## src/cache_id_pkg.sv

```systemverilog
// constants for the cache identification and maintenance-address block
// assumes an AHB-Lite slave with 32-bit data, one word per register
package cache_id_pkg;

  // register byte offsets, decoded on the low address bits only
  localparam int           ADDR_W      = 8;
  localparam logic [7:0]   CFG_OFF     = 8'h00;
  localparam logic [7:0]   CACHE_TAG_LOW_OFF   = 8'h04;
  localparam logic [7:0]   CMD_OFF     = 8'h08;
  localparam logic [7:0]   RESULT_OFF  = 8'h0c;
  localparam logic [7:0]   STATUS_OFF  = 8'h10;

  // core_configuration field layout
  localparam int           EP_MSB      = 27;
  localparam int           EP_LSB      = 24;
  localparam int           CS_BIT      = 12;
  localparam int           IC_MSB      = 11;
  localparam int           IC_LSB      = 9;
  localparam int           DC_MSB      = 8;
  localparam int           DC_LSB      = 5;

  // cache capacities; size codes count doublings above one kilobyte
  localparam int           ICACHE_BYTES   = 4096;
  localparam int           DCACHE_BYTES   = 1024;
  localparam int           SIZE_CODE_BASE = 10;
  localparam logic [2:0]   ICACHE_CODE    =
    3'($clog2(ICACHE_BYTES) - SIZE_CODE_BASE);
  localparam logic [3:0]   DCACHE_CODE    =
    4'($clog2(DCACHE_BYTES) - SIZE_CODE_BASE);
  localparam logic         CS_SMALL       = 1'b1;

  // writeback transfer pattern: doubleword on every cycle
  localparam logic [3:0]   PATTERN_DD     = 4'h0;
  localparam logic [3:0]   PATTERN_RESET  = 4'h0;

  // cache data address ranges inside cache_tag_low
  localparam int           IC_TAG_MSB  = 31;
  localparam int           IC_TAG_LSB  = 12;
  localparam int           DC_TAG_MSB  = 13;
  localparam int           DC_TAG_LSB  = 10;
  localparam int           OP_ADDR_W   = IC_TAG_MSB - IC_TAG_LSB + 1;

  // maintenance command register
  localparam int           CMD_TARGET_BIT = 0;
  localparam logic         TARGET_DCACHE  = 1'b1;
  localparam int           OP_COUNT_W     = 16;

  // AHB-Lite
  localparam int           HTRANS_ACTIVE_BIT = 1;
  localparam logic         HRESP_OKAY        = 1'b0;

  typedef enum logic [1:0] {
    BUS_IDLE = 2'b01,
    BUS_READ = 2'b10
  } bus_state_e;

endpackage

```

## src/cache_addr_select.sv

```systemverilog
// picks the cache data address out of cache_tag_low by target cache
// assumes a purely combinational use inside the register block
`timescale 1ns/1ns
module cache_addr_select (
  input  wire logic [31:0]                       tagLow,   // tag-low word
  input  wire logic                              dcache,   // 1: data cache
  output logic [cache_id_pkg::OP_ADDR_W-1:0]     dataAddr  // cache address
);

  localparam int DC_W =
    cache_id_pkg::DC_TAG_MSB - cache_id_pkg::DC_TAG_LSB + 1;

  always_comb begin
    if (dcache) begin
      // data cache address sits low, zero above
      dataAddr = {{(cache_id_pkg::OP_ADDR_W - DC_W){1'b0}},
                  tagLow[cache_id_pkg::DC_TAG_MSB:
                         cache_id_pkg::DC_TAG_LSB]};
    end else begin
      dataAddr =
        tagLow[cache_id_pkg::IC_TAG_MSB:cache_id_pkg::IC_TAG_LSB];
    end
  end

endmodule // cache_addr_select

```

## src/cache_config_identification.sv

```systemverilog
// cache identification and maintenance-address register block
// assumes one AHB-Lite master, single word transfers, core clock and reset
//
// The AHB-Lite register port and the placing of the registers are this design's own decisions.
`timescale 1ns/1ns
module cache_config_identification #(
  parameter int HADDR_W = 32
) (
  input  wire logic               clk,              // core clock
  input  wire logic               arst_n,           // async reset, low
  input  wire logic               hsel,             // slave select
  input  wire logic [HADDR_W-1:0] haddr,            // byte address
  input  wire logic [1:0]         htrans,           // transfer type
  input  wire logic               hwrite,           // 1: write
  input  wire logic [2:0]         hsize,            // word only
  input  wire logic [31:0]        hwdata,           // write data
  input  wire logic               hready,           // bus ready
  output logic [31:0]             hrdata,           // read data
  output logic                    hreadyout,        // slave ready
  output logic                    hresp,            // always okay
  output logic                    cacheOpValid,     // maintenance pulse
  output logic                    cacheOpDcache,    // 1: data cache
  output logic [19:0]             cacheOpAddr,      // cache data address
  output logic [3:0]              writebackPattern  // writeback pattern
);

  localparam int AW = cache_id_pkg::ADDR_W;
  localparam int OW = cache_id_pkg::OP_ADDR_W;
  localparam int CW = cache_id_pkg::OP_COUNT_W;

  cache_id_pkg::bus_state_e busState_reg;
  cache_id_pkg::bus_state_e busState_next;
  logic          wrPend_reg;
  logic          wrPend_next;
  logic [AW-1:0] wrAddr_reg;
  logic [AW-1:0] wrAddr_next;
  logic [AW-1:0] rdAddr_reg;
  logic [AW-1:0] rdAddr_next;
  logic [31:0]   hrdata_reg;
  logic [31:0]   hrdata_next;
  logic          hreadyout_reg;
  logic          hreadyout_next;
  logic [3:0]    pattern_reg;
  logic [3:0]    pattern_next;
  logic [31:0]   tagLow_reg;
  logic [31:0]   tagLow_next;
  logic          opValid_reg;
  logic          opValid_next;
  logic          opDcache_reg;
  logic          opDcache_next;
  logic [OW-1:0] opAddr_reg;
  logic [OW-1:0] opAddr_next;
  logic [CW-1:0] opCount_reg;
  logic [CW-1:0] opCount_next;

  logic          take;
  logic [31:0]   cfgWord;
  logic [OW-1:0] selAddr;
  logic          patternLegal;

  // address phase is taken only when the bus is ready
  assign take = hsel && htrans[cache_id_pkg::HTRANS_ACTIVE_BIT] && hready;

  // size fields are constants, not storage, so writes cannot reach them
  always_comb begin
    cfgWord = 32'h0;
    cfgWord[cache_id_pkg::EP_MSB:cache_id_pkg::EP_LSB] = pattern_reg;
    cfgWord[cache_id_pkg::CS_BIT] = cache_id_pkg::CS_SMALL;
    cfgWord[cache_id_pkg::IC_MSB:cache_id_pkg::IC_LSB] =
      cache_id_pkg::ICACHE_CODE;
    cfgWord[cache_id_pkg::DC_MSB:cache_id_pkg::DC_LSB] =
      cache_id_pkg::DCACHE_CODE;
  end

  // only the documented pattern is legal; others are reported, not fixed
  assign patternLegal = (pattern_reg == cache_id_pkg::PATTERN_DD);

  cache_addr_select u_addr_select (
    .tagLow   (tagLow_reg),
    .dcache   (hwdata[cache_id_pkg::CMD_TARGET_BIT]),
    .dataAddr (selAddr)
  );

  // bus handshake: writes zero wait, reads one wait so that a write in
  // the preceding data phase is always visible
  always_comb begin
    busState_next  = busState_reg;
    rdAddr_next    = rdAddr_reg;
    hrdata_next    = hrdata_reg;
    hreadyout_next = hreadyout_reg;
    wrPend_next    = 1'b0;
    wrAddr_next    = wrAddr_reg;
    unique case (busState_reg)
      cache_id_pkg::BUS_IDLE: begin
        if (take && !hwrite) begin
          busState_next  = cache_id_pkg::BUS_READ;
          rdAddr_next    = haddr[AW-1:0];
          hreadyout_next = 1'b0;
        end else if (take) begin
          wrPend_next = 1'b1;
          wrAddr_next = haddr[AW-1:0];
        end
      end
      cache_id_pkg::BUS_READ: begin
        busState_next  = cache_id_pkg::BUS_IDLE;
        hreadyout_next = 1'b1;
        unique case (rdAddr_reg)
          cache_id_pkg::CFG_OFF:    hrdata_next = cfgWord;
          cache_id_pkg::CACHE_TAG_LOW_OFF:  hrdata_next = tagLow_reg;
          cache_id_pkg::CMD_OFF:    hrdata_next = {31'h0, opDcache_reg};
          cache_id_pkg::RESULT_OFF: hrdata_next =
            {opDcache_reg, 11'h0, opAddr_reg};
          cache_id_pkg::STATUS_OFF: hrdata_next =
            {patternLegal, 15'h0, opCount_reg};
          default:                  hrdata_next = 32'h0;
        endcase
      end
    endcase
  end

  // register writes land in the data phase after the address phase
  always_comb begin
    pattern_next  = pattern_reg;
    tagLow_next   = tagLow_reg;
    opValid_next  = 1'b0;
    opDcache_next = opDcache_reg;
    opAddr_next   = opAddr_reg;
    opCount_next  = opCount_reg;
    if (wrPend_reg) begin
      unique case (wrAddr_reg)
        cache_id_pkg::CFG_OFF: begin
          // only the pattern field is storage
          pattern_next =
            hwdata[cache_id_pkg::EP_MSB:cache_id_pkg::EP_LSB];
        end
        cache_id_pkg::CACHE_TAG_LOW_OFF: begin
          tagLow_next = hwdata;
        end
        cache_id_pkg::CMD_OFF: begin
          opValid_next  = 1'b1;
          opDcache_next = hwdata[cache_id_pkg::CMD_TARGET_BIT];
          opAddr_next   = selAddr;
          opCount_next  = opCount_reg + CW'(1);
        end
        default: begin
          // unmapped or read-only: write dropped
        end
      endcase
    end
  end

  always_ff @(posedge clk or negedge arst_n) begin
    if (!arst_n) begin
      busState_reg  <= cache_id_pkg::BUS_IDLE;
      rdAddr_reg    <= 8'h00;
      hrdata_reg    <= 32'h0;
      hreadyout_reg <= 1'b1;
      wrPend_reg    <= 1'b0;
      wrAddr_reg    <= 8'h00;
    end else begin
      busState_reg  <= busState_next;
      rdAddr_reg    <= rdAddr_next;
      hrdata_reg    <= hrdata_next;
      hreadyout_reg <= hreadyout_next;
      wrPend_reg    <= wrPend_next;
      wrAddr_reg    <= wrAddr_next;
    end
  end

  always_ff @(posedge clk or negedge arst_n) begin
    if (!arst_n) begin
      pattern_reg  <= cache_id_pkg::PATTERN_RESET;
      tagLow_reg   <= 32'h0;
      opValid_reg  <= 1'b0;
      opDcache_reg <= 1'b0;
      opAddr_reg   <= 20'h0;
      opCount_reg  <= 16'h0;
    end else begin
      pattern_reg  <= pattern_next;
      tagLow_reg   <= tagLow_next;
      opValid_reg  <= opValid_next;
      opDcache_reg <= opDcache_next;
      opAddr_reg   <= opAddr_next;
      opCount_reg  <= opCount_next;
    end
  end

  assign hrdata           = hrdata_reg;
  assign hreadyout        = hreadyout_reg;
  assign hresp            = cache_id_pkg::HRESP_OKAY;
  assign cacheOpValid     = opValid_reg;
  assign cacheOpDcache    = opDcache_reg;
  assign cacheOpAddr      = opAddr_reg;
  assign writebackPattern = pattern_reg;

  // read of core_configuration completes on the rise of hreadyout
  property p_cs_small;
    @(posedge clk) disable iff (!arst_n)
    ($rose(hreadyout) && rdAddr_reg == 8'h00) |-> hrdata[12] == 1'b1;
  endproperty
  a_cs_small: assert property (p_cs_small)
    else $error("cache size mode bit not one");

  property p_ic_code;
    @(posedge clk) disable iff (!arst_n)
    ($rose(hreadyout) && rdAddr_reg == 8'h00) |-> hrdata[11:9] == 3'h2;
  endproperty
  a_ic_code: assert property (p_ic_code)
    else $error("icache size code not 010");

  property p_dc_code;
    @(posedge clk) disable iff (!arst_n)
    ($rose(hreadyout) && rdAddr_reg == 8'h00) |-> hrdata[8:5] == 4'h0;
  endproperty
  a_dc_code: assert property (p_dc_code)
    else $error("dcache size code not zero");

  property p_sizes;
    @(posedge clk) disable iff (!arst_n)
    (take && !hwrite && haddr[7:0] == 8'h00)
      |=> !hreadyout ##1 (hreadyout && hrdata[12:5] == 8'ha0);
  endproperty
  a_sizes: assert property (p_sizes)
    else $error("config read lacks 4K/1K size fields");

  property p_ic_addr;
    @(posedge clk) disable iff (!arst_n)
    (cacheOpValid && !cacheOpDcache)
      |-> cacheOpAddr == $past(tagLow_reg[31:12]);
  endproperty
  a_ic_addr: assert property (p_ic_addr)
    else $error("icache address not tag bits 31..12");

  property p_dc_addr;
    @(posedge clk) disable iff (!arst_n)
    (cacheOpValid && cacheOpDcache)
      |-> cacheOpAddr == {16'h0, $past(tagLow_reg[13:10])};
  endproperty
  a_dc_addr: assert property (p_dc_addr)
    else $error("dcache address not tag bits 13..10");

  property p_ro_fields;
    @(posedge clk) disable iff (!arst_n)
    (wrPend_reg && wrAddr_reg == 8'h00)
      |=> (cfgWord[12:5] == $past(cfgWord[12:5]))
          && (writebackPattern == $past(hwdata[27:24]));
  endproperty
  a_ro_fields: assert property (p_ro_fields)
    else $error("config write touched size fields or lost pattern");

  property p_op_pulse;
    @(posedge clk) disable iff (!arst_n)
    (wrPend_reg && wrAddr_reg == cache_id_pkg::CMD_OFF)
      |=> cacheOpValid;
  endproperty
  a_op_pulse: assert property (p_op_pulse)
    else $error("maintenance pulse missing after command write");

  // back to back commands legally keep the pulse high, so judge per cycle
  property p_op_only;
    @(posedge clk) disable iff (!arst_n)
    !(wrPend_reg && wrAddr_reg == cache_id_pkg::CMD_OFF) |=> !cacheOpValid;
  endproperty
  a_op_only: assert property (p_op_only)
    else $error("maintenance pulse without a command write");

  property p_read_wait;
    @(posedge clk) disable iff (!arst_n)
    (take && !hwrite) |=> !hreadyout ##1 hreadyout;
  endproperty
  a_read_wait: assert property (p_read_wait)
    else $error("read did not take exactly one wait state");

  property p_write_nowait;
    @(posedge clk) disable iff (!arst_n)
    (take && hwrite) |=> hreadyout;
  endproperty
  a_write_nowait: assert property (p_write_nowait)
    else $error("write data phase was stretched");

  property p_pattern_hold;
    @(posedge clk) disable iff (!arst_n)
    !(wrPend_reg && wrAddr_reg == cache_id_pkg::CFG_OFF)
      |=> $stable(writebackPattern);
  endproperty
  a_pattern_hold: assert property (p_pattern_hold)
    else $error("pattern changed without a config write");

  property p_count_step;
    @(posedge clk) disable iff (!arst_n)
    (wrPend_reg && wrAddr_reg == cache_id_pkg::CMD_OFF)
      |=> opCount_reg == $past(opCount_reg) + CW'(1);
  endproperty
  a_count_step: assert property (p_count_step)
    else $error("op count did not step by one");

  property p_rdata_hold;
    @(posedge clk) disable iff (!arst_n)
    (busState_reg == cache_id_pkg::BUS_IDLE) |=> $stable(hrdata);
  endproperty
  a_rdata_hold: assert property (p_rdata_hold)
    else $error("read data moved outside a read");

endmodule // cache_config_identification

```

## config.mk

```make
export PLATFORM = sky130hd
export DESIGN_NAME = cache_config_identification
export DESIGN_NICKNAME = d
export VERILOG_FILES = /design/src/cache_id_pkg.sv /design/src/cache_addr_select.sv /design/src/cache_config_identification.sv
export SDC_FILE = /design/constraint.sdc
export NUM_CORES = 1
export LEC_CHECK = 0
export ABC_AREA = 1
export BUFFER_PORTS_ARGS = -buffer_cell sky130_fd_sc_hd__buf_2
export CORE_AREA = 2 2 125 127
export CTS_BUF_LIST = sky130_fd_sc_hd__clkbuf_8
export CTS_CLUSTER_DIAMETER = 80
export DETAILED_ROUTE_END_ITERATION = 8
export DIE_AREA = 0 0 127 129
export SETUP_SLACK_MARGIN = 0.2
export SYNTH_ARGS = -nofsm -noshare
export SYNTH_HDL_FRONTEND = slang
export SYNTH_HIERARCHICAL = 1
export SYNTH_SLANG_ARGS = --single-unit
```

## constraint.sdc

```tcl
create_clock -name clk -period 1.7 [get_ports clk]
set_input_delay 0.17 -clock clk [delete_from_list [all_inputs] [get_ports clk]]
set_output_delay 0.17 -clock clk [all_outputs]
set_load 0.005 [all_outputs]
```

==> impl_summary.log <==
INFO  metric first_global_vias = 5,077
INFO  metric clock_root_buffer = sky130_fd_sc_hd__clkbuf_8
INFO  metric drv.max_cap_violation_count = 0
INFO  metric synth_simple_gate_area_frac = 0.2937
INFO  metric setup_viol_count_final = 0
INFO  metric largest_family_of_logic_cells_by_synthesized_area = simple AND/OR/NAND/NOR gates
INFO  metric synth.area.mux_share = 0
INFO  metric tritoncts = yes
INFO  metric setup_repair_after_global_routing_missed_its_margin = true
INFO  metric routed_wirelength_normalized_by_instance_count = ~15 µm
INFO  metric count_of_h_tree_levels_built_during_cts = 4
INFO  metric layout_common_cells = sky130_fd_sc_hd__nand2_1, sky130_fd_sc_hd__dfrtp_1, sky130_fd_sc_hd__buf_2, sky130_fd_sc_hd__inv_1, sky130_fd_sc_hd__nand3_1
INFO  metric required_time_worst_endpoint = 2.09 ns
INFO  metric layout-drive-gt1-share = 0.2066
INFO  metric share_of_the_clock_period_used_by_the_worst_path_after_layout = 0.8529
INFO  metric timing.clock.skew = 0.01046 ns
INFO  metric fillerInstances = 1,457
INFO  metric globalRouteOverflowTotal = 0
INFO  metric io_buffer_count = about 100
INFO  metric timing_hold_violations_final = 0
INFO  metric synthesis.instances = ~740
INFO  metric synth.avg_cell_area = 7.884 µm²
INFO  metric power.density = 980.0 nW/µm²
INFO  metric outcome = complete, no violations
INFO  metric grt_max_degree = 65
INFO  metric arrival = 1.84 ns
INFO  metric multi_input_comb_area = 2280 µm²
INFO  metric totalPowerFinal = roughly 0.0075 W
INFO  metric detail_route.first_pass.iterations = 7
INFO  metric pin_count = 134
INFO  metric crit_path_start_kind = register
INFO  metric dpl.hpwl = roughly 11,000 µm
INFO  metric synth_xor_xnor_area_share = 0.01493
INFO  metric die_x = 127 µm
INFO  metric max_clock_freq = 689.7 MHz
INFO  metric synth_area_in_compound_gates = 0.07039
INFO  metric r2r_cells = 9
INFO  metric synth.lib_cells_used.distinct = 30
INFO  metric worst_setup_hold_path_clk_slew = 0.07 ns
INFO  metric synth_seq_area_share = 0.5335
INFO  metric synth_area = 5866 µm²
INFO  metric via_count = between 5,000 and 6,000
INFO  metric detailedRoute.firstIterationViolations = 381
INFO  metric die_area = 16,380 µm²
INFO  metric clock_tree.buffer_depth = 2
INFO  metric timing.critical_path.fanout_max = 11
INFO  metric timing.final.crit_period = 1.450 ns
INFO  metric yosys.area_share.adder = 0.002133
INFO  metric placed_area = 6698 µm²
INFO  metric tritoncts_buffers = 17
INFO  metric core_area = between 10,000 and 15,000 µm²
INFO  metric yosysWarnings = 6
INFO  metric clk_latency = 0.45 ns
INFO  metric routed_via_density = roughly 5
INFO  metric clock-sinks = 125
INFO  metric aggregate_negative_setup_slack = 0 ns
INFO  metric design_area_final = 7696 µm²
INFO  metric ir_drop = 0.4298 mV
INFO  metric yosys_register_bits = around 130
INFO  metric antenna_cells = 0
INFO  metric placement_rows = 45
INFO  metric drc = 0
INFO  metric floorplan.initialDensity = 0.3916
INFO  metric seq_area = 3129 µm²
INFO  metric num-nets-final = 978
INFO  metric antenna_found_initial = 0
INFO  metric p_leak = ~4.1 nW
INFO  metric global_route.usage.total = 0.2028
INFO  metric crit_type = register to register
INFO  metric antenna_violating_nets_post_route = 0
INFO  metric route.final.wire_length = roughly 16,000 µm
INFO  metric wire_length_of_the_first_global_routing_pass = approximately 26,000 µm
INFO  metric whs = 0.1397 ns
INFO  metric die_y = 129 µm
INFO  metric post_synthesis_net_count = about 800
INFO  metric end_kind = register
INFO  metric hold_path.class = input pin to register
INFO  metric holdPathStages = 3
INFO  metric final_slew_viol_count = 0
INFO  metric area_growth_syn_to_layout = 31.21%
INFO  metric layout.cells.most_common = sky130_fd_sc_hd__nand2_1
INFO  metric gp_congestion = 0.8232
-- cells by family (layout without fill, tap and decap cells) --
kind of cell / after synthesis / after routing
flops: 125 / 125
other cells: 1 / 1
compound gates: 78 / 78
simple gates: 410 / 410
xor+xnor: 10 / 10
fa+ha+maj: 1 / 1
buf+inv: 119 / 290
-- final cells by class --
class / count / share of cell area
well taps: 188 / 0.03056
flip-flops and latches: 125 / 0.4066
multi-input cells: 500 / 0.2962
clock inverters: 10 / 0.01593
clock buffers: 21 / 0.03755
inverters: 85 / 0.04243
repair buffers: 174 / 0.1707
-- critical path: stages, from the launching register on --
cell,delay [ns]
sky130_fd_sc_hd__dfrtp_1,0.39
sky130_fd_sc_hd__inv_2,0.07
sky130_fd_sc_hd__nand2_2,0.07
sky130_fd_sc_hd__nor2_4,0.23
sky130_fd_sc_hd__buf_6,0.16
sky130_fd_sc_hd__clkbuf_16,0.15
sky130_fd_sc_hd__nand3_1,0.09
sky130_fd_sc_hd__nand3_1,0.09
sky130_fd_sc_hd__nand2_1,0.07
sky130_fd_sc_hd__nand2_1,0.07
-- Yosys cell counts --
cell	n	area, µm²
sky130_fd_sc_hd__nand2_1	256	960.9
sky130_fd_sc_hd__dfrtp_1	124	3103
sky130_fd_sc_hd__inv_1	81	304.0
sky130_fd_sc_hd__nand3_1	79	395.4
sky130_fd_sc_hd__nor2_1	54	202.7
sky130_fd_sc_hd__o21ai_1	25	125.1
sky130_fd_sc_hd__o21ai_0	23	115.1
sky130_fd_sc_hd__a21oi_1	19	95.09
sky130_fd_sc_hd__buf_2	18	90.09
sky130_fd_sc_hd__xnor2_1	9	78.83
sky130_fd_sc_hd__clkbuf_1	8	30.03
sky130_fd_sc_hd__nand4_1	8	50.05
sky130_fd_sc_hd__buf_4	7	52.55
sky130_fd_sc_hd__o31ai_1	7	52.55
sky130_fd_sc_hd__o22ai_1	4	25.02
sky130_fd_sc_hd__inv_2	3	11.26
sky130_fd_sc_hd__nor2_2	3	18.77
sky130_fd_sc_hd__nor3_1	3	15.01
sky130_fd_sc_hd__nand3b_1	2	15.01
sky130_fd_sc_hd__buf_1	1	3.750
sky130_fd_sc_hd__clkinv_2	1	5.000
sky130_fd_sc_hd__conb_1	1	3.750
sky130_fd_sc_hd__dfstp_2	1	26.28
sky130_fd_sc_hd__ha_1	1	12.51
sky130_fd_sc_hd__nand3_2	1	10.01
sky130_fd_sc_hd__nand3_4	1	17.52
sky130_fd_sc_hd__nor2_4	1	11.26
sky130_fd_sc_hd__nor3_2	1	10.01
sky130_fd_sc_hd__nor3_4	1	16.27
sky130_fd_sc_hd__xor2_1	1	8.760
-- timing repair --
action / CTS / global route
gates cloned: 0 / 3
pin swaps: 0 / 5
setup endpoints to repair: 11 / 93
buffers inserted: 0 / 7
endpoints found under the hold margin: 74 / 0
hold buffers: 40 / 0
resized for setup: 1 / 26
-- metal layers --
layer | vias up | GRT usage | routed length, µm
met5 | - | 0 | 0
li1 | 2664 | - | -
met1 | 2546 | 0.2684 | 7376
met3 | 32 | 0.04657 | 722
met2 | 139 | 0.3251 | 7700
met4 | 0 | 0.08145 | 431
-- where the power goes --
group / switching (W) / internal (W)
logic: 0.000950 / 0.000506
clock network: 0.00114 / 0.00157
registers: 0.000154 / 0.00322
-- metrics by stage --
| stage | setup slack (ns) | std cells | util |
|---|---|---|---|
| 6_report | 0.2500 | 1103 | 0.5139 |
| 5_1_grt | 0.1551 | 1103 | 0.5139 |
| 4_1_cts | 0.1901 | 1093 | 0.5016 |
| 3_5_place_dp | 0.09682 | 1022 | 0.4472 |
| 3_3_place_gp | 0.1464 | 1022 | 0.4472 |
| 2_1_floorplan | 0.3327 | 744 | - |
-- path summary, 6_finish.rpt --
| kind | from | end | slack (ns) |
|---|---|---|---|
| worst min register to register | hrdata[4] | hrdata[4] | 0.47 |
| worst max-delay path | rdAddr_reg[4] | hrdata[14] | 0.25 |
| max in group asynchronous | arst_n | busState_reg[0] | 0.85 |
| worst min-delay path | hwdata[0] | tagLow_reg[0] | 0.14 |
| min in group asynchronous | arst_n | opCount_reg[6] | 0.22 |
| worst max register to register | rdAddr_reg[4] | hrdata[14] | 0.25 |
Power figures use the tool's default switching activity.
